<file path="src/rtl/msi_vendor_cap_map.svh">
// Register offsets, field positions and reset values of the interrupt/vendor capability bank
// Contract
// - Interrupt-message enable bit 16 resets clear; no message request while clear. Code holds a request raised by the clearing edge until i_msg_done.
// - With enable set, messages may be issued and legacy wired interrupt stops.
// - Read-only 64-bit capable bit 23 reads one.
// - Address bits 31:2 writable, bits 1:0 reserved and zero.
// - Upper address writable, resets zero, used only when 64-bit capable.
// - Vendor capability identifier bits 7:0 read 09h.
// - Vendor capability next pointer bits 15:8 read B0h.
// - Vendor capability length bits 31:16 read 0034h.
// - Replay register bits 11:0 hold writable user replay value, reset zero.
// - Replay bit 12 selects user replay value for link layer; resets clear.
// - Test words at 68h and 6Ch reset to 0400_1060h and 0000_0800h.
// - Replay fields and disable flags loadable by management bus or serial memory.
// - Interrupt-message capability identifier at 4Ch reads 05h.
// - Interrupt-message capability next pointer reads 64h.
`ifndef MSI_VENDOR_CAP_MAP_SVH
`define MSI_VENDOR_CAP_MAP_SVH
`define OFS_MSG_CTRL 8'h4c
`define OFS_MSG_ADDR 8'h50
`define OFS_MSG_UADDR 8'h54
`define OFS_MSG_DATA 8'h58
`define OFS_VEND_CAP 8'h64
`define OFS_TEST0 8'h68
`define OFS_TEST1 8'h6c
`define OFS_REPLAY 8'h70
`define MSI_CAP_ID 8'h05
`define MSI_NEXT_PTR 8'h64
`define MSI_MM_CAPABLE 3'h2
`define BIT_MSI_EN 16
`define BIT_64B_CAP 23
`define VEND_CAP_ID 8'h09
`define VEND_NEXT_PTR 8'hb0
`define VEND_LENGTH 16'h0034
`define TEST0_RST 32'h04001060
`define TEST1_RST 32'h00000800
`define ADDR_MASK 32'hfffffffc
`define BIT_USER_REPLAY_EN 12
`define BIT_PM_CAP_DIS 13
`define BIT_MSI_CAP_DIS 14
`endif

</file>
<file path="src/rtl/msi_vendor_cap_pkg.sv">
// Types shared by the interrupt/vendor capability bank
package msi_vendor_cap_pkg;
   typedef struct packed {
      logic valid;
      logic write;
      logic [7:0] offset;
      logic [3:0] byte_en;
      logic [31:0] wdata;
   } cfg_req_t;
   typedef struct packed {
      logic [11:0] user_replay;
      logic user_replay_en;
      logic pm_cap_dis;
      logic msi_cap_dis;
   } replay_cfg_t;
   typedef struct packed {
      logic valid;
      logic [63:0] addr;
      logic [15:0] data;
   } msg_write_t;
   typedef enum logic [1:0] {
      MSG_IDLE,
      MSG_ISSUE
   } msg_state_t;
endpackage

</file>
<file path="src/rtl/msi_vendor_capability_regs.sv">
// Interrupt-message and vendor capability configuration registers of a switch port
`timescale 1ns/1ns
`include "msi_vendor_cap_map.svh"
module msi_vendor_capability_regs
(
   input wire logic i_mclk,
   input wire logic i_sys_rst,
   input wire msi_vendor_cap_pkg::cfg_req_t i_cfg_req,
   output logic [31:0] o_cfg_rdata,
   output logic o_cfg_ack,
   input wire logic i_dflt_load,
   input wire msi_vendor_cap_pkg::replay_cfg_t i_dflt_replay,
   input wire logic i_event,
   input wire logic i_msg_done,
   output msi_vendor_cap_pkg::msg_write_t o_msg_write,
   output logic o_legacy_int_allow,
   input wire logic i_legacy_int,
   output logic o_legacy_int,
   output logic o_replay_user_en,
   output logic [11:0] o_replay_user_val,
   output logic o_pm_cap_dis,
   output logic o_msi_cap_dis
);
   import msi_vendor_cap_pkg::*;

   logic msi_en_reg;
   logic [2:0] mm_enable_reg;
   logic [31:0] addr_reg;
   logic [31:0] uaddr_reg;
   logic [15:0] data_reg;
   logic [31:0] test0_reg;
   logic [31:0] test1_reg;
   replay_cfg_t replay_reg;
   msg_state_t state_reg;
   msg_write_t msg_reg;
   logic pending_reg;
   logic [31:0] rdata_next;
   logic [31:0] ctrl_word;
   logic [31:0] replay_word;
   logic wr;
   logic rd_req;
   logic wr_ctrl;
   logic wr_addr;
   logic wr_uaddr;
   logic wr_data;
   logic wr_test0;
   logic wr_test1;
   logic wr_replay;
   logic [31:0] data_merged;
   logic [31:0] upper_eff;

   // Byte-lane merge: only bits under a set byte enable and mask change
   function automatic logic [31:0] merge(input logic [31:0] old_v, input logic [31:0] new_v,
      input logic [3:0] be, input logic [31:0] mask);
      logic [31:0] lanes;
      lanes = {{8{be[3]}}, {8{be[2]}}, {8{be[1]}}, {8{be[0]}}} & mask;
      merge = (old_v & ~lanes) | (new_v & lanes);
   endfunction

   // One decode for every write strobe, so no register can miss the valid term
   function automatic logic reg_hit(input cfg_req_t r, input logic [7:0] ofs);
      reg_hit = r.valid & r.write & (r.offset == ofs);
   endfunction

   assign wr = i_cfg_req.valid & i_cfg_req.write;
   assign rd_req = i_cfg_req.valid & ~i_cfg_req.write;
   assign wr_ctrl = reg_hit(i_cfg_req, `OFS_MSG_CTRL);
   assign wr_addr = reg_hit(i_cfg_req, `OFS_MSG_ADDR);
   assign wr_uaddr = reg_hit(i_cfg_req, `OFS_MSG_UADDR);
   assign wr_data = reg_hit(i_cfg_req, `OFS_MSG_DATA);
   assign wr_test0 = reg_hit(i_cfg_req, `OFS_TEST0);
   assign wr_test1 = reg_hit(i_cfg_req, `OFS_TEST1);
   assign wr_replay = reg_hit(i_cfg_req, `OFS_REPLAY);
   // Upper half is reserved, so only the low lanes can land
   assign data_merged = merge({16'h0000, data_reg}, i_cfg_req.wdata, i_cfg_req.byte_en,
      32'h0000ffff);
   // Upper target half only counts while the 64-bit capable bit is up
   assign upper_eff = ctrl_word[`BIT_64B_CAP] ? uaddr_reg : 32'h00000000;

   always_comb
   begin
      ctrl_word = 32'h00000000;
      ctrl_word[7:0] = `MSI_CAP_ID;
      ctrl_word[15:8] = `MSI_NEXT_PTR;
      ctrl_word[`BIT_MSI_EN] = msi_en_reg;
      ctrl_word[19:17] = `MSI_MM_CAPABLE;
      ctrl_word[22:20] = mm_enable_reg;
      ctrl_word[`BIT_64B_CAP] = 1'b1;
   end

   always_comb
   begin
      replay_word = 32'h00000000;
      replay_word[11:0] = replay_reg.user_replay;
      replay_word[`BIT_USER_REPLAY_EN] = replay_reg.user_replay_en;
      replay_word[`BIT_PM_CAP_DIS] = replay_reg.pm_cap_dis;
      replay_word[`BIT_MSI_CAP_DIS] = replay_reg.msi_cap_dis;
   end

   always_comb
   begin
      unique case (i_cfg_req.offset)
         `OFS_MSG_CTRL: rdata_next = ctrl_word;
         `OFS_MSG_ADDR: rdata_next = addr_reg;
         `OFS_MSG_UADDR: rdata_next = uaddr_reg;
         `OFS_MSG_DATA: rdata_next = {16'h0000, data_reg};
         `OFS_VEND_CAP:
            rdata_next = {`VEND_LENGTH, `VEND_NEXT_PTR, `VEND_CAP_ID};
         `OFS_TEST0: rdata_next = test0_reg;
         `OFS_TEST1: rdata_next = test1_reg;
         `OFS_REPLAY: rdata_next = replay_word;
         default: rdata_next = 32'h00000000;
      endcase
   end

   always_ff @(posedge i_mclk)
   begin
      if (i_sys_rst)
      begin
         o_cfg_rdata <= 32'h00000000;
         o_cfg_ack <= 1'b0;
      end
      else
      begin
         o_cfg_ack <= i_cfg_req.valid;
         if (rd_req)
            o_cfg_rdata <= rdata_next;
      end
   end

   // Interrupt-message control
   always_ff @(posedge i_mclk)
   begin
      if (i_sys_rst)
      begin
         msi_en_reg <= 1'b0;
         mm_enable_reg <= 3'h0;
      end
      else if (wr_ctrl && i_cfg_req.byte_en[2])
      begin
         msi_en_reg <= i_cfg_req.wdata[`BIT_MSI_EN];
         mm_enable_reg <= i_cfg_req.wdata[22:20];
      end
   end

   always_ff @(posedge i_mclk)
   begin
      if (i_sys_rst)
      begin
         addr_reg <= 32'h00000000;
         uaddr_reg <= 32'h00000000;
         data_reg <= 16'h0000;
      end
      else if (wr)
      begin
         if (wr_addr)
            addr_reg <= merge(addr_reg, i_cfg_req.wdata, i_cfg_req.byte_en, `ADDR_MASK);
         if (wr_uaddr)
            uaddr_reg <= merge(uaddr_reg, i_cfg_req.wdata, i_cfg_req.byte_en, 32'hffffffff);
         if (wr_data)
            data_reg <= data_merged[15:0];
      end
   end

   // Test-only words; plain storage, only the config read mux reads them
   always_ff @(posedge i_mclk)
   begin
      if (i_sys_rst)
      begin
         test0_reg <= `TEST0_RST;
         test1_reg <= `TEST1_RST;
      end
      else if (wr)
      begin
         if (wr_test0)
            test0_reg <= merge(test0_reg, i_cfg_req.wdata, i_cfg_req.byte_en, 32'hffffffff);
         if (wr_test1)
            test1_reg <= merge(test1_reg, i_cfg_req.wdata, i_cfg_req.byte_en, 32'hffffffff);
      end
   end

   // Default load beats a same-cycle software write; disable flags are read-only to software
   always_ff @(posedge i_mclk)
   begin
      if (i_sys_rst)
         replay_reg <= '0;
      else if (i_dflt_load)
         replay_reg <= i_dflt_replay;
      else if (wr_replay)
      begin
         if (i_cfg_req.byte_en[0])
            replay_reg.user_replay[7:0] <= i_cfg_req.wdata[7:0];
         if (i_cfg_req.byte_en[1])
         begin
            replay_reg.user_replay[11:8] <= i_cfg_req.wdata[11:8];
            replay_reg.user_replay_en <= i_cfg_req.wdata[`BIT_USER_REPLAY_EN];
         end
      end
   end

   assign o_replay_user_en = replay_reg.user_replay_en;
   assign o_replay_user_val = replay_reg.user_replay;
   assign o_pm_cap_dis = replay_reg.pm_cap_dis;
   assign o_msi_cap_dis = replay_reg.msi_cap_dis;
   assign o_legacy_int_allow = ~msi_en_reg;
   assign o_legacy_int = i_legacy_int & ~msi_en_reg;
   assign o_msg_write = msg_reg;

   // Message issue: one event held pending while a write is outstanding
   always_ff @(posedge i_mclk)
   begin
      if (i_sys_rst)
      begin
         state_reg <= MSG_IDLE;
         msg_reg <= '0;
         pending_reg <= 1'b0;
      end
      else
      begin
         if (!msi_en_reg)
            pending_reg <= 1'b0;
         else if (i_event)
            pending_reg <= 1'b1;
         else if (state_reg == MSG_IDLE && pending_reg)
            pending_reg <= 1'b0;
         unique case (state_reg)
            MSG_IDLE:
               if (msi_en_reg && pending_reg)
               begin
                  state_reg <= MSG_ISSUE;
                  msg_reg.valid <= 1'b1;
                  msg_reg.addr <= {upper_eff, addr_reg};
                  msg_reg.data <= data_reg;
               end
            MSG_ISSUE:
               if (i_msg_done)
               begin
                  state_reg <= MSG_IDLE;
                  msg_reg.valid <= 1'b0;
               end
            default:
            begin
               // Unused code: back to idle with no write outstanding
               state_reg <= MSG_IDLE;
               msg_reg.valid <= 1'b0;
            end
         endcase
      end
   end

   AST_NO_MSG_DISABLED: assert property (@(posedge i_mclk) disable iff (i_sys_rst)
      !msi_en_reg && state_reg == MSG_IDLE |=> !o_msg_write.valid)
      else $error("Message issued while disabled");
   AST_LEGACY_BLOCKED: assert property (@(posedge i_mclk) disable iff (i_sys_rst)
      msi_en_reg |-> !o_legacy_int && !o_legacy_int_allow)
      else $error("Legacy interrupt while messages enabled");
   AST_CTRL_CONST: assert property (@(posedge i_mclk) disable iff (i_sys_rst)
      i_cfg_req.valid && !i_cfg_req.write && i_cfg_req.offset == `OFS_MSG_CTRL |=>
      o_cfg_rdata[`BIT_64B_CAP] && o_cfg_rdata[7:0] == `MSI_CAP_ID)
      else $error("Control word constants wrong");
   AST_ADDR_LOW_ZERO: assert property (@(posedge i_mclk) disable iff (i_sys_rst)
      addr_reg[1:0] == 2'b00)
      else $error("Address low bits not zero");
   AST_VEND_READ: assert property (@(posedge i_mclk) disable iff (i_sys_rst)
      i_cfg_req.valid && !i_cfg_req.write && i_cfg_req.offset == `OFS_VEND_CAP |=>
      o_cfg_rdata == 32'h0034b009 && o_cfg_ack)
      else $error("Vendor capability header wrong");
   AST_REPLAY_WRITE: assert property (@(posedge i_mclk) disable iff (i_sys_rst)
      wr && !i_dflt_load && i_cfg_req.offset == `OFS_REPLAY && i_cfg_req.byte_en == 4'hf |=>
      o_replay_user_val == $past(i_cfg_req.wdata[11:0]) &&
      o_replay_user_en == $past(i_cfg_req.wdata[`BIT_USER_REPLAY_EN]))
      else $error("Replay write not taken");
   AST_DFLT_LOAD: assert property (@(posedge i_mclk) disable iff (i_sys_rst)
      i_dflt_load |=> o_msi_cap_dis == $past(i_dflt_replay.msi_cap_dis) &&
      o_pm_cap_dis == $past(i_dflt_replay.pm_cap_dis))
      else $error("Default load not applied");
   AST_MSG_PAYLOAD: assert property (@(posedge i_mclk) disable iff (i_sys_rst)
      $rose(o_msg_write.valid) |-> o_msg_write.data == $past(data_reg) &&
      o_msg_write.addr[31:0] == $past(addr_reg))
      else $error("Message payload mismatch");
   AST_MSG_HOLD: assert property (@(posedge i_mclk) disable iff (i_sys_rst)
      o_msg_write.valid && !i_msg_done |=> o_msg_write.valid && $stable(o_msg_write.addr))
      else $error("Message dropped before done");

   AST_MSI_NEXT_READ: assert property (@(posedge i_mclk) disable iff (i_sys_rst)
      rd_req && i_cfg_req.offset == `OFS_MSG_CTRL |=>
      o_cfg_rdata[15:8] == `MSI_NEXT_PTR)
      else $error("Capability chain pointer wrong");
   AST_CTRL_RSVD: assert property (@(posedge i_mclk) disable iff (i_sys_rst)
      rd_req && i_cfg_req.offset == `OFS_MSG_CTRL |=>
      o_cfg_rdata[31:24] == 8'h00)
      else $error("Control reserved byte not zero");
   AST_VEND_NEXT: assert property (@(posedge i_mclk) disable iff (i_sys_rst)
      rd_req && i_cfg_req.offset == `OFS_VEND_CAP |=>
      o_cfg_rdata[15:8] == `VEND_NEXT_PTR)
      else $error("Vendor next pointer wrong");
   AST_VEND_LEN: assert property (@(posedge i_mclk) disable iff (i_sys_rst)
      rd_req && i_cfg_req.offset == `OFS_VEND_CAP |=>
      o_cfg_rdata[31:16] == `VEND_LENGTH)
      else $error("Vendor length wrong");
   AST_DATA_RSVD: assert property (@(posedge i_mclk) disable iff (i_sys_rst)
      rd_req && i_cfg_req.offset == `OFS_MSG_DATA |=>
      o_cfg_rdata[31:16] == 16'h0000)
      else $error("Data reserved half not zero");
   AST_REPLAY_RSVD: assert property (@(posedge i_mclk) disable iff (i_sys_rst)
      rd_req && i_cfg_req.offset == `OFS_REPLAY |=>
      o_cfg_rdata[31:15] == 17'h00000)
      else $error("Replay reserved bits not zero");
   AST_EN_AFTER_RST: assert property (@(posedge i_mclk) disable iff (i_sys_rst)
      $past(i_sys_rst) |->
      !msi_en_reg && !o_msg_write.valid)
      else $error("Message enable not clear after reset");
   AST_TEST_RST: assert property (@(posedge i_mclk) disable iff (i_sys_rst)
      $past(i_sys_rst) |->
      test0_reg == `TEST0_RST && test1_reg == `TEST1_RST)
      else $error("Test word reset value wrong");
   AST_ADDR_WRITE: assert property (@(posedge i_mclk) disable iff (i_sys_rst)
      wr_addr && i_cfg_req.byte_en == 4'hf |=>
      addr_reg == ($past(i_cfg_req.wdata) & `ADDR_MASK))
      else $error("Address write not aligned");
   AST_UADDR_USED: assert property (@(posedge i_mclk) disable iff (i_sys_rst)
      $rose(o_msg_write.valid) |->
      o_msg_write.addr[63:32] == $past(uaddr_reg))
      else $error("Upper address not carried");
   AST_LOAD_WINS: assert property (@(posedge i_mclk) disable iff (i_sys_rst)
      i_dflt_load && wr_replay |=>
      o_replay_user_val == $past(i_dflt_replay.user_replay))
      else $error("Software write beat default load");
   AST_FLAGS_RO: assert property (@(posedge i_mclk) disable iff (i_sys_rst)
      !i_dflt_load |=>
      $stable(o_pm_cap_dis) && $stable(o_msi_cap_dis))
      else $error("Read-only disable flag changed");
   AST_LEGACY_PASS: assert property (@(posedge i_mclk) disable iff (i_sys_rst)
      !msi_en_reg |->
      o_legacy_int == i_legacy_int && o_legacy_int_allow)
      else $error("Legacy interrupt blocked while messages off");
   AST_ISSUE_NEXT: assert property (@(posedge i_mclk) disable iff (i_sys_rst)
      msi_en_reg && pending_reg && state_reg == MSG_IDLE |=>
      o_msg_write.valid)
      else $error("Pending event not issued");

   COV_MSG: cover property (@(posedge i_mclk) disable iff (i_sys_rst) $rose(o_msg_write.valid));
   COV_DFLT: cover property (@(posedge i_mclk) disable iff (i_sys_rst) i_dflt_load);
   COV_EN: cover property (@(posedge i_mclk) disable iff (i_sys_rst) $rose(msi_en_reg));
   COV_LOAD_WINS: cover property (@(posedge i_mclk) disable iff (i_sys_rst)
      i_dflt_load && wr_replay);
   COV_MSG_DONE: cover property (@(posedge i_mclk) disable iff (i_sys_rst)
      $fell(o_msg_write.valid));
endmodule

</file>
<file path="config.mk">
export PLATFORM = sky130hd
export DESIGN_NAME = msi_vendor_capability_regs
export DESIGN_NICKNAME = d
export VERILOG_FILES = /design/src/rtl/msi_vendor_cap_pkg.sv /design/src/rtl/msi_vendor_capability_regs.sv
export VERILOG_INCLUDE_DIRS = /design/src /design/src/rtl
export SDC_FILE = /design/constraint.sdc
export NUM_CORES = 1
export LEC_CHECK = 0
export ABC_CLOCK_PERIOD_IN_PS = 2370
export BUFFER_PORTS_ARGS = -buffer_cell sky130_fd_sc_hd__buf_2
export CAP_MARGIN = 20
export CORE_MARGIN = 1.5
export CORE_UTILIZATION = 35
export CTS_BUF_LIST = sky130_fd_sc_hd__clkbuf_8
export DETAILED_ROUTE_END_ITERATION = 10
export PLACE_DENSITY_LB_ADDON = 0.15
export SLEW_MARGIN = 0
export SYNTH_ARGS = -nofsm -noshare
export SYNTH_HDL_FRONTEND = slang
export SYNTH_SLANG_ARGS = --single-unit
</file>
<file path="constraint.sdc">
create_clock -name i_mclk -period 2.37 [get_ports i_mclk]
set_input_delay 0.5925 -clock i_mclk [delete_from_list [all_inputs] [get_ports i_mclk]]
set_output_delay 0.5925 -clock i_mclk [all_outputs]
set_load 0.005 [all_outputs]
</file>
==> Yosys cells after proc, flatten, opt, wreduce, memory -nomap -nowiden <==
Cells that the tools add are included.
W data, S select, Z words.
{ "totals": {"out_inout_bits": 131, "word_cells": 90, "regBits": 280} }
{ "op_classes": {"n_mux": 14, "n_bitwise": 28, "reduce_logical": 18, "eq_ne": 11} }
{ "op_table": {"columns": ["op", "count"], "rows": [
  ["$pmux W32 S8", 1],
  ["$and A32 B32 Y32", 6],
  ["$or A32 B32 Y32", 4],
  ["$mux W81", 1],
  ["$eq A8 B7 Y1 const B", 8],
  ["$not A32 Y32", 2],
  ["$and A16 B16 Y16", 2],
  ["$mux W13", 2],
  ["$reduce_and A2 Y1", 9],
  ["$not A16 Y16", 1],
  ["$or A16 B16 Y16", 1],
  ["$and A1 B1 Y1", 10],
  ["$mux W8", 1],
  ["$reduce_bool A2 Y1", 4],
  ["$mux W1", 4],
  ["$mux W2", 2],
  ["$mux W4", 1],
  ["$pmux W2 S2", 1],
  ["$logic_and A1 B1 Y1", 3],
  ["$eq A2 B1 Y1 const B", 1],
  ["$logic_not A2 Y1", 1],
  ["$ne A2 B1 Y1 const B", 1],
  ["$ne A2 B2 Y1 const B", 1],
  ["$not A1 Y1", 2],
  ["other kinds (2)", 2]
]} }

==> Depth between registers and ports, before layout <==
Gate-level depths: netlist of the first run.
{ "depth": {"word_depth": 4, "mapped_depth": 8, "mapped_depth_nobuf": 4} }

==> Least setup slack after synthesis of the first run <==
Ideal clock, no wire load.
{ "synth_timing": {"path_type": "input port to flip-flop", "startpoint": "input i_cfg_req[39] (netlist name)", "endpoint": "register mm_enable_reg[0]", "t_arrival_ns": 1.995, "path_stages": 6, "required_ns": 2.242, "setup_ns": 0.128, "n_path_buf": 2, "path_slack_ns": 0.247, "cell_sequence": "buf_2 > or3b_2 > buf_2 > nor4b_4 > mux2i_1 > nor2_1"} }
{ "synth_between": {"elab_chain_cells": 3} }
{ "synth_lines": {"columns": ["item", "line", "rtl"], "rows": [
  ["start: declaration", "msi_vendor_capability_regs.sv:8", "input wire msi_vendor_cap_pkg::cfg_req_t i_cfg_req,"],
  ["$eq A8 B7 Y1", "msi_vendor_capability_regs.sv:62", "reg_hit = r.valid & r.write & (r.offset == ofs);"],
  ["$and A1 B1 Y1", "msi_vendor_capability_regs.sv:62", null],
  ["$logic_and A1 B1 Y1", "msi_vendor_capability_regs.sv:139", "else if (wr_ctrl && i_cfg_req.byte_en[2])"],
  ["end signal: assignment", "msi_vendor_capability_regs.sv:142", "mm_enable_reg <= i_cfg_req.wdata[22:20];"],
  ["end: declaration", "msi_vendor_capability_regs.sv:27", "logic [2:0] mm_enable_reg;"]
]} }
Every way passes these cells.
A chain may end at the register's enable or synchronous reset.

==> Final worst setup path of the first run <==
{ "layout_timing": {"startpoint": "register msi_en_reg", "endpoint": "output o_legacy_int_allow"} }
{ "layout_between": {"elab_chain_cells": 1} }
{ "layout_lines": {"columns": ["item", "line", "rtl"], "rows": [
  ["start: declaration", "msi_vendor_capability_regs.sv:26", "logic msi_en_reg;"],
  ["start signal: assignment", "msi_vendor_capability_regs.sv:141", "msi_en_reg <= i_cfg_req.wdata[`BIT_MSI_EN];"],
  ["$not A1 Y1", "msi_vendor_capability_regs.sv:205", "assign o_legacy_int_allow = ~msi_en_reg;"],
  ["end: declaration", "msi_vendor_capability_regs.sv:16", "output logic o_legacy_int_allow,"]
]} }
Every way passes these cells.

==> results_dict.tcl, run 1 <==
set metrics [dict create \
    synthDominantCellAreaShare 0.473 \
    place_worst_setup_slack_ps -21.2 \
    static-leakage-power_nw 5.68 \
    finish.utilization 0.438 \
    endpoint_kind "output port" \
    routed-via-count 10718 \
    required_ps 1780 \
    cp.buffers_inverters 2 \
    timing_worst_setup_path_type "flop to output port" \
    run_status "finished, final reports clean" \
    final_min_period_over_clock_period 0.777 \
    drt_first_iter_violations 798 \
    detail_route.drc_violations 0 \
    cts.repair_timing.setup_buffer_count 0 \
    drive_above_1_share 0.231 \
    fmax_achieved_ghz 0.543 \
    vias_in_the_first_global_route 10099 \
    largest_area_contributor_in_the_synthesized_netlist "sky130_fd_sc_hd__dfxtp_1" \
    final_antenna_net_count 0 \
    maximum_number_of_pins_on_one_net_before_global_route_repair 126 \
    r2r.worst_path.cells 5 \
    postSynthCellCount 1379 \
    worstReg2RegEnd "o_msg_write[72]" \
    globalRouteOverflowTotal 0 \
    max_stage_delay_ps 390 \
    yosys_warnings 0 \
    synth_seq_area_share 0.473 \
    hold_path_class "input pin to flop" \
    track_usage 0.222 \
    setup_crit_start_kind "flop" \
    starting_density_of_the_core 0.357 \
    report.final.setup_viol 0 \
    async_set_or_reset_flop_fraction_in_the_synthesized_netlist 0 \
    gp_routability_congestion 0.860 \
    slowest_stage "sky130_fd_sc_hd__dfxtp_1" \
    crit_path_cells "inv_1 > buf_2" \
    setup_repair_after_global_routing_missed_its_margin "no" \
    detailedPlacementHpwl_um 27100 \
    die_height_um 185 \
    floorplan.io_pins 198 \
    drtPass1Iterations 5 \
    synthFlopType "sky130_fd_sc_hd__dfxtp_1" \
    tightestPinTransition_ps 821 \
    cts_inserted_buffers 48 \
    hold_viol 0 \
    slew-limit-headroom 0.452 \
    synth.top_cells.by_count "sky130_fd_sc_hd__nand2_1, sky130_fd_sc_hd__dfxtp_1, sky130_fd_sc_hd__a21oi_1, sky130_fd_sc_hd__mux2i_1, sky130_fd_sc_hd__nand3_1" \
    crit_cells 2 \
    placementRows 66 \
    wirelength_um 38600 \
    power.ir.vdd_worst_uv 259 \
    ys_types 66 \
    final_max_slew_viol_count 0 \
    worst_setup_hold_path_clk_slew_ps 60 \
    port_buffers 195 \
    timing.critical_path.arrival_ps 1250 \
    critical_path.max_fanout 4 \
    drv_cap 0 \
    global_route_wire_length_before_repair_um 59000 \
    number_of_enable_flip_flop_cells_after_synthesis 0 \
    clock_path_buffers 3 \
    p_per_area_nw_per_um2 654 \
    area_of_the_die_um2 34300 \
    cts_tree "built" \
    r2r_setup_slack_ps 800 \
    power_w 0.00936 \
    critical_path.top_delay_family "flip-flops" \
    crit-reg2reg-launch "msi_en_reg" \
    clock_tree.root_cell "sky130_fd_sc_hd__clkbuf_8" \
    final_period_minus_worst_setup_slack_ps 1840 \
    fin_nets 1656 \
    post-route-worst-setup-slack_ps 528 \
    startpoint "msi_en_reg" \
    route.detailed.vias_per_inst 5.20 \
    cells_resized_by_post_cts_repair 0 \
    htree_levels 2 \
    synth.cell_area_um2 11600 \
    antenna_found_initial 2 \
    synthTopCellsByArea "sky130_fd_sc_hd__dfxtp_1, sky130_fd_sc_hd__nand2_1, sky130_fd_sc_hd__mux2i_1" \
    post_drt_wl_per_cell_um 18.7 \
    core_region_area_um2 32600 \
    area_growth_pct 22.9 \
    worst_skew_late_latency_ps 560 \
    setup.worst_path.end "o_legacy_int_allow" \
    post_synth.cell_area_avg_um2 8.44 \
    die_w_um 185 \
    cts.sinks 275 \
    finalClockSkew_ps 17.0 \
    synth.most_common_cell "sky130_fd_sc_hd__nand2_1" \
    cts_hold_repair.buffers 0 \
    count_of_state_elements_after_synthesis 275 \
]
-- final cells by class --
| cell class | count | area [µm²] |
|---|---|---|
| antenna | 3 | 7.51 |
| clock buffer | 61 | 840 |
| clock inverter | 17 | 67.6 |
| fill | 3343 | 18300 |
| inverter | 9 | 33.8 |
| multi-input combinational | 981 | 5600 |
| sequential | 275 | 5510 |
| tap | 442 | 553 |
| timing repair buffer | 274 | 1690 |
-- how the worst min path moves through the flow --
stage               depth (start not counted)  startpoint               to  slack (ps)
floorplan                                   2        flop             flop         430
global placement                            2        flop             flop         430
detailed placement                          2        flop             flop         440
CTS                                         2  i_msg_done  o_msg_write[80]         190
global route                                2  i_msg_done  o_msg_write[80]         200
finish                                      2  i_msg_done  o_msg_write[80]         230
-- kinds of logic (layout without fill, tap and decap cells) --
family                     count (synthesis)  after routing  synth area share
and+or+nand+nor                          591            591             0.237
AOI/OAI and AO/OA                        282            282             0.151
DFF                                      275            275             0.473
buffers and inverters                    124            361            0.0469
muxes                                    104            104            0.0899
adders and majority gates                  1              1          0.000860
other                                      1              5          0.000322
xor gates and xnor gates                   1              1          0.000753
-- placed cells by master, fill, tap and decap left out, types with 6 or more instances in the layout --
master,netlist,final
sky130_fd_sc_hd__nor2_1,74,73
sky130_fd_sc_hd__buf_4,7,70
sky130_fd_sc_hd__nand2_1,313,313
sky130_fd_sc_hd__clkbuf_8,0,62
sky130_fd_sc_hd__buf_12,0,9
sky130_fd_sc_hd__a21oi_1,177,177
sky130_fd_sc_hd__inv_1,8,22
sky130_fd_sc_hd__nor2b_1,9,9
sky130_fd_sc_hd__nor4b_1,7,6
sky130_fd_sc_hd__mux2i_1,100,100
sky130_fd_sc_hd__and3_1,18,18
sky130_fd_sc_hd__nand3_1,90,90
sky130_fd_sc_hd__a211oi_1,20,20
sky130_fd_sc_hd__nand3b_1,8,8
sky130_fd_sc_hd__o32ai_1,8,8
sky130_fd_sc_hd__a221oi_2,10,10
sky130_fd_sc_hd__nor4_1,8,8
sky130_fd_sc_hd__nor3_1,31,31
sky130_fd_sc_hd__o21ai_0,16,16
sky130_fd_sc_hd__buf_2,25,194
sky130_fd_sc_hd__a221oi_1,17,17
sky130_fd_sc_hd__dfxtp_1,275,275
-- where the power goes --
group | switching (W) | internal [W] | total, W
combinational | 0.000344 | 0.000166 | 0.000510
clock | 0.00190 | 0.00228 | 0.00418
sequential | 0.0000198 | 0.00465 | 0.00467
-- metal layers --
metal  GRT usage  routed length [µm]  share of wire  up-vias
li1            -                   -              -     5250
met1       0.304               17900           0.46     5122
met2       0.354               17700           0.46      295
met3      0.0378                2190          0.057       51
met4      0.0709                 790          0.020        0
met5           0                   0              0        -
-- metrics by stage --
stage	instances	hold slack, ps	setup TNS, ps	area, µm²
2_1_floorplan	1380	427	0	11600
3_3_place_gp	1981	433	-7.54	13400
3_5_place_dp	1981	443	-21.2	13400
4_1_cts	2059	190	0	14300
5_1_grt	2061	204	0	14300
6_report	2062	225	0	14300
Power figures use the tool's default switching activity.
==> run 2, diff against run 1 <==
ABC_CLOCK_PERIOD_IN_PS = 1600   (was 2370)
clock period = 1.6 ns   (was 2.37 ns; I/O delays follow)
==> run 2 against run 1 <==
Effect of this change:
- die area stayed put
- non-clock buffer count up 89
- count of clock-buffer cells in the layout fell by 4
- flip-flop and latch count unchanged
- sequential power is 48% higher
- critical endpoint is now o_cfg_rdata[1]
- final cell count rose by 4.4%
- setup slack got worse by 490 ps
==> results_dict.tcl, run 2 (synthesis gave the netlist of run 1 again) <==
set metrics [dict create \
    drtPass1Iterations 5 \
    wirelength_um 40900 \
    final_min_period_over_clock_period 0.978 \
    layout.area.seq_um2 5510 \
    cts_inserted_buffers 48 \
    fmax_achieved_ghz 0.639 \
    drive_above_1_share 0.299 \
    core_region_area_um2 32600 \
    placementRows 66 \
    finalClockSkew_ps 31.1 \
    run_status "finished, final reports clean" \
    timing_worst_setup_path_type "input pin to flop" \
    starting_density_of_the_core 0.357 \
    cts.sinks 275 \
    track_usage 0.236 \
    worst_skew_late_latency_ps 570 \
    die_height_um 185 \
    fin_nets 1745 \
    multiInputGateArea_um2 5880 \
    power.ir.vdd_worst_uv 661 \
    port_buffers 195 \
    final_antenna_net_count 0 \
    route.detailed.vias_per_inst 5.19 \
    cts_tree "built" \
    post-route-worst-setup-slack_ps 35.5 \
    endpoint_kind "flop" \
    slew-limit-headroom 0.630 \
    globalRouteOverflowTotal 0 \
    placedInstanceArea_um2 14400 \
    vias_in_the_first_global_route 10643 \
    routed-via-count 11170 \
    drv_cap 0 \
    timing.critical_path.arrival_ps 2040 \
    detailedPlacementHpwl_um 29900 \
    static-leakage-power_nw 6.20 \
    gp_routability_congestion 0.898 \
    floorplan.io_pins 198 \
    hold_path_class "input pin to flop" \
    drt_first_iter_violations 834 \
    worst_setup_hold_path_clk_slew_ps 60 \
    final_max_slew_viol_count 0 \
    global_route_wire_length_before_repair_um 62500 \
    critical_path.max_fanout 8 \
    area_of_the_die_um2 34300 \
    layout_fillers 3258 \
    antenna_cells_inserted 0 \
    p_per_area_nw_per_um2 945 \
    stdcell_area_um2 15500 \
    report.final.setup_viol 0 \
    clock_tree.root_cell "sky130_fd_sc_hd__clkbuf_8" \
    maximum_number_of_pins_on_one_net_before_global_route_repair 67 \
    place_worst_setup_slack_ps -657 \
    antenna_found_initial 0 \
    die_w_um 185 \
    setup_crit_start_kind "input pin" \
    clock_path_buffers 3 \
    mostFrequentLayoutCell "sky130_fd_sc_hd__nand2_1" \
    htree_levels 2 \
    tightestPinTransition_ps 541 \
    detail_route.drc_violations 0 \
    area_growth_pct 32.9 \
    layout.cells.most_common_list "sky130_fd_sc_hd__nand2_1, sky130_fd_sc_hd__dfxtp_1, sky130_fd_sc_hd__buf_2" \
    final_period_minus_worst_setup_slack_ps 1560 \
    setup_repair_after_global_routing_missed_its_margin "no" \
    hold_viol 0 \
    post_drt_wl_per_cell_um 19.0 \
    required_ps 2070 \
]
==> run 2: final timing paths <==
check | from | endpoint | slack, ps | depth (start not counted)
setup / recovery | i_cfg_req[37] | o_cfg_rdata[1] | 40 | 7
setup reg to reg | flop | o_cfg_rdata[16] | 100 | 5
hold / removal | i_msg_done | o_msg_write[80] | 60 | 2
hold reg to reg | o_cfg_rdata[17] | o_cfg_rdata[17] | 450 | 2
==> run 2: layout make-up <==
| cell class | instances | area share |
|---|---|---|
| clock buffers | 57 | 0.0507 |
| clock inverters | 25 | 0.0136 |
| inverters | 9 | 0.00235 |
| multi-input cells | 981 | 0.380 |
| flip-flops and latches | 275 | 0.356 |
| well taps | 442 | 0.0358 |
| repair buffers | 363 | 0.161 |
==> run 2: through the flow <==
stage,util,hold WS (ps),std cells,TNS [ps],total power (W)
finish,0.474,60.3,2152,0,0.0146
global route,0.474,35.1,2152,0,0.0152
CTS,0.472,27.6,2151,0,0.0148
detailed placement,0.442,441,2069,-79050,0.00797
global placement,0.442,436,2069,-78410,0.00797
floorplan,-,427,1380,-14900,0.00747
==> run 2: critical path, cell delays in order <==
cell and delay [ps]:
sky130_fd_sc_hd__buf_2 160, sky130_fd_sc_hd__buf_4 160, sky130_fd_sc_hd__or4b_4 560, sky130_fd_sc_hd__nor2_4 240, sky130_fd_sc_hd__buf_4 180, sky130_fd_sc_hd__a222oi_1 70, sky130_fd_sc_hd__a221oi_1 250
==> run 2: layer usage <==
| layer | track usage | share of wire |
|---|---|---|
| met1 | 0.328 | 0.46 |
| met2 | 0.381 | 0.46 |
| met3 | 0.0389 | 0.060 |
| met4 | 0.0572 | 0.019 |
| met5 | 0 | 0 |
==> run 2: what timing repair did <==
action | CTS | global route
hold buffers | 0 | 0
endpoints found under the setup margin | 27 | 20
resized for setup | 4 | 10
pin swaps | 0 | 1
buffers inserted | 0 | 1
==> run 2: report_power, final <==
part	internal [W]	leakage (nW)	switching, W
logic	0.000352	3.41	0.000572
registers	0.00688	2.22	0.0000302
clock network	0.00386	0.565	0.00292
==> run 3, diff against run 2 <==
CORE_UTILIZATION = 51   (was 35)
CTS_BUF_LIST = sky130_fd_sc_hd__clkbuf_16   (was sky130_fd_sc_hd__clkbuf_8)
==> run 3 against run 2 <==
Effect of this change:
- combinational power shrank 5.4%
- design area shrank 2.4%
- clock power down 3%
- sequential power about the same
- final cell count down 9.4%
- via count up 0.74%
- count of clock-buffer cells in the layout fell by 28
- register-to-register slack better by 90 ps
- non-clock buffer count is 17 lower
- critical path depth down 6
- total power is 1.6% lower
- flip-flop and latch count is the same
- critical path type is now flop to output port
==> results_dict.tcl, run 3 (synthesis gave the netlist of run 1 again) <==
set metrics [dict create \
    internal_power_w 0.0110 \
    route.detailed.vias_per_inst 5.77 \
    wirelength_um 37200 \
    critical_path.top_delay_family "flip-flops" \
    worst_setup_hold_path_clk_slew_ps 60 \
    numPlacedInstances 1897 \
    max_stage_delay_ps 440 \
    final_min_period_over_clock_period 0.981 \
    min_from "i_msg_done" \
    global_route_wire_length_before_repair_um 58600 \
    die_w_um 154 \
    setup_repair_after_global_routing_missed_its_margin "no" \
    finish.utilization 0.670 \
    r2r_setup_slack_ps 190 \
    placementRows 55 \
    cts_inserted_buffers 29 \
    area_of_the_die_um2 23700 \
    post_drt_wl_per_cell_um 19.1 \
    endpoint_kind "output port" \
    timing_worst_setup_path_type "flop to output port" \
    cts_hold_repair.buffers 0 \
    port_buffers 195 \
    static-leakage-power_nw 6.01 \
    clock_tree.root_cell "sky130_fd_sc_hd__clkbuf_16" \
    layout.cells.most_common_list "sky130_fd_sc_hd__nand2_1, sky130_fd_sc_hd__dfxtp_1, sky130_fd_sc_hd__buf_2" \
    power_frac_comb 0.061 \
    required_ps 1200 \
    post_layout_nonfiller_instances 1950 \
    power_frac_clock 0.459 \
    run_status "finished, final reports clean" \
    maximum_number_of_pins_on_one_net_before_global_route_repair 78 \
    tightestPinTransition_ps 629 \
    p_per_area_nw_per_um2 954 \
    clock_path_buffers 3 \
    critical_path.max_fanout 3 \
    power_switching_share 0.236 \
    drt_first_iter_violations 866 \
    core_region_area_um2 22500 \
    globalRouteOverflowTotal 0 \
    worstReg2RegEnd "o_cfg_rdata[16]" \
    floorplan.io_pins 198 \
    r2r.worst_path.cells 5 \
    finalClockSkew_ps 9.16 \
    hold_viol 0 \
    power.switching_w 0.00339 \
    holdPathStages 2 \
    fin_nets 1709 \
    hold_path_class "input pin to flop" \
    detailedPlacementHpwl_um 27100 \
    final_antenna_net_count 0 \
    starting_density_of_the_core 0.517 \
    timing.hold.worst_endpoint "o_msg_write[80]" \
    multiInputGateArea_um2 5900 \
    cts.sinks 275 \
    fmax_achieved_ghz 0.637 \
    area_growth_pct 29.7 \
    placedInstanceArea_um2 14100 \
    final_max_slew_viol_count 0 \
    crit_path_cells "buf_2" \
    layout.area.seq_um2 5510 \
    setup_crit_start_kind "flop" \
    worst_skew_late_latency_ps 550 \
    track_usage 0.309 \
    htree_levels 1 \
    stdcell_area_um2 15100 \
    die_height_um 154 \
    routed-via-count 11253 \
    gp_routability_congestion 0.955 \
    timing.critical_path.arrival_ps 1170 \
    antenna_cells_inserted 0 \
    drtPass1Iterations 5 \
    vias_in_the_first_global_route 10618 \
    drv_cap 0 \
    final_period_minus_worst_setup_slack_ps 1570 \
    power.ir.vdd_worst_uv 754 \
    cts_tree "built" \
    slew-limit-headroom 0.581 \
    slowest_stage "sky130_fd_sc_hd__dfxtp_1" \
    antenna_found_initial 0 \
    layout_fillers 1917 \
    mostFrequentLayoutCell "sky130_fd_sc_hd__nand2_1" \
    report.final.setup_viol 0 \
    detail_route.drc_violations 0 \
    cts.repair_timing.setup_buffer_count 0 \
    drive_above_1_share 0.283 \
    p_seq_frac 0.480 \
    cp.buffers_inverters 1 \
]
[run 3: power by group through the flow]
stage / Sequential (W) / Combinational [W] / Clock [W]
finish: 0.00690 / 0.000874 / 0.00661
global route: 0.00690 / 0.000923 / 0.00698
CTS: 0.00690 / 0.000857 / 0.00668
detailed placement: 0.00705 / 0.000854 / 0
global placement: 0.00705 / 0.000848 / 0
floorplan: 0.00705 / 0.000415 / 0
[run 3: stage by stage]
step                      setup WS [ps]  setup TNS (ps)  power [W]  hold slack (ps)
after floorplan                    -249          -14900    0.00747              427
after global placement             -767          -62980    0.00790              435
after detailed placement           -843          -68100    0.00791              442
after CTS                          30.7               0     0.0144             21.4
after global routing               2.87               0     0.0148             52.1
final                              31.2               0     0.0144             38.9
[run 3: worst max-delay path by stage]
| stage | startpoint | end | slack, ps | cells after the start |
|---|---|---|---|---|
| after CTS | msi_en_reg | o_legacy_int_allow | 30 | 2 |
| after floorplan | i_cfg_req[43] | o_cfg_rdata[11] | -250 | 5 |
| after global routing | msi_en_reg | o_legacy_int_allow | 3 | 2 |
| final | o_cfg_rdata[10] | o_cfg_rdata[10] | 30 | 1 |
| after detailed placement | i_cfg_req[40] | o_cfg_rdata[16] | -840 | 8 |
| after global placement | i_cfg_req[40] | o_cfg_rdata[16] | -770 | 8 |
[run 3: layer usage]
layer	up-vias	wire length, µm	global-route usage
li1	5351	-	-
met1	5364	16100	0.420
met2	469	17300	0.504
met3	69	2850	0.0434
met4	0	1000	0.101
met5	-	0	0
[run 3: area by class of cell]
cell class	instances	share of cell area
well taps	285	0.0236
multi-input cells	981	0.391
clock inverters	25	0.0136
inverters	9	0.00224
repair buffers	346	0.156
clock buffers	29	0.0481
flip-flops and latches	275	0.365
[run 3: timing repair]
action,in CTS,in global routing
endpoints found under the hold margin,0,0
setup endpoints to repair,4,12
pin swaps,0,2
gates resized for setup,5,10
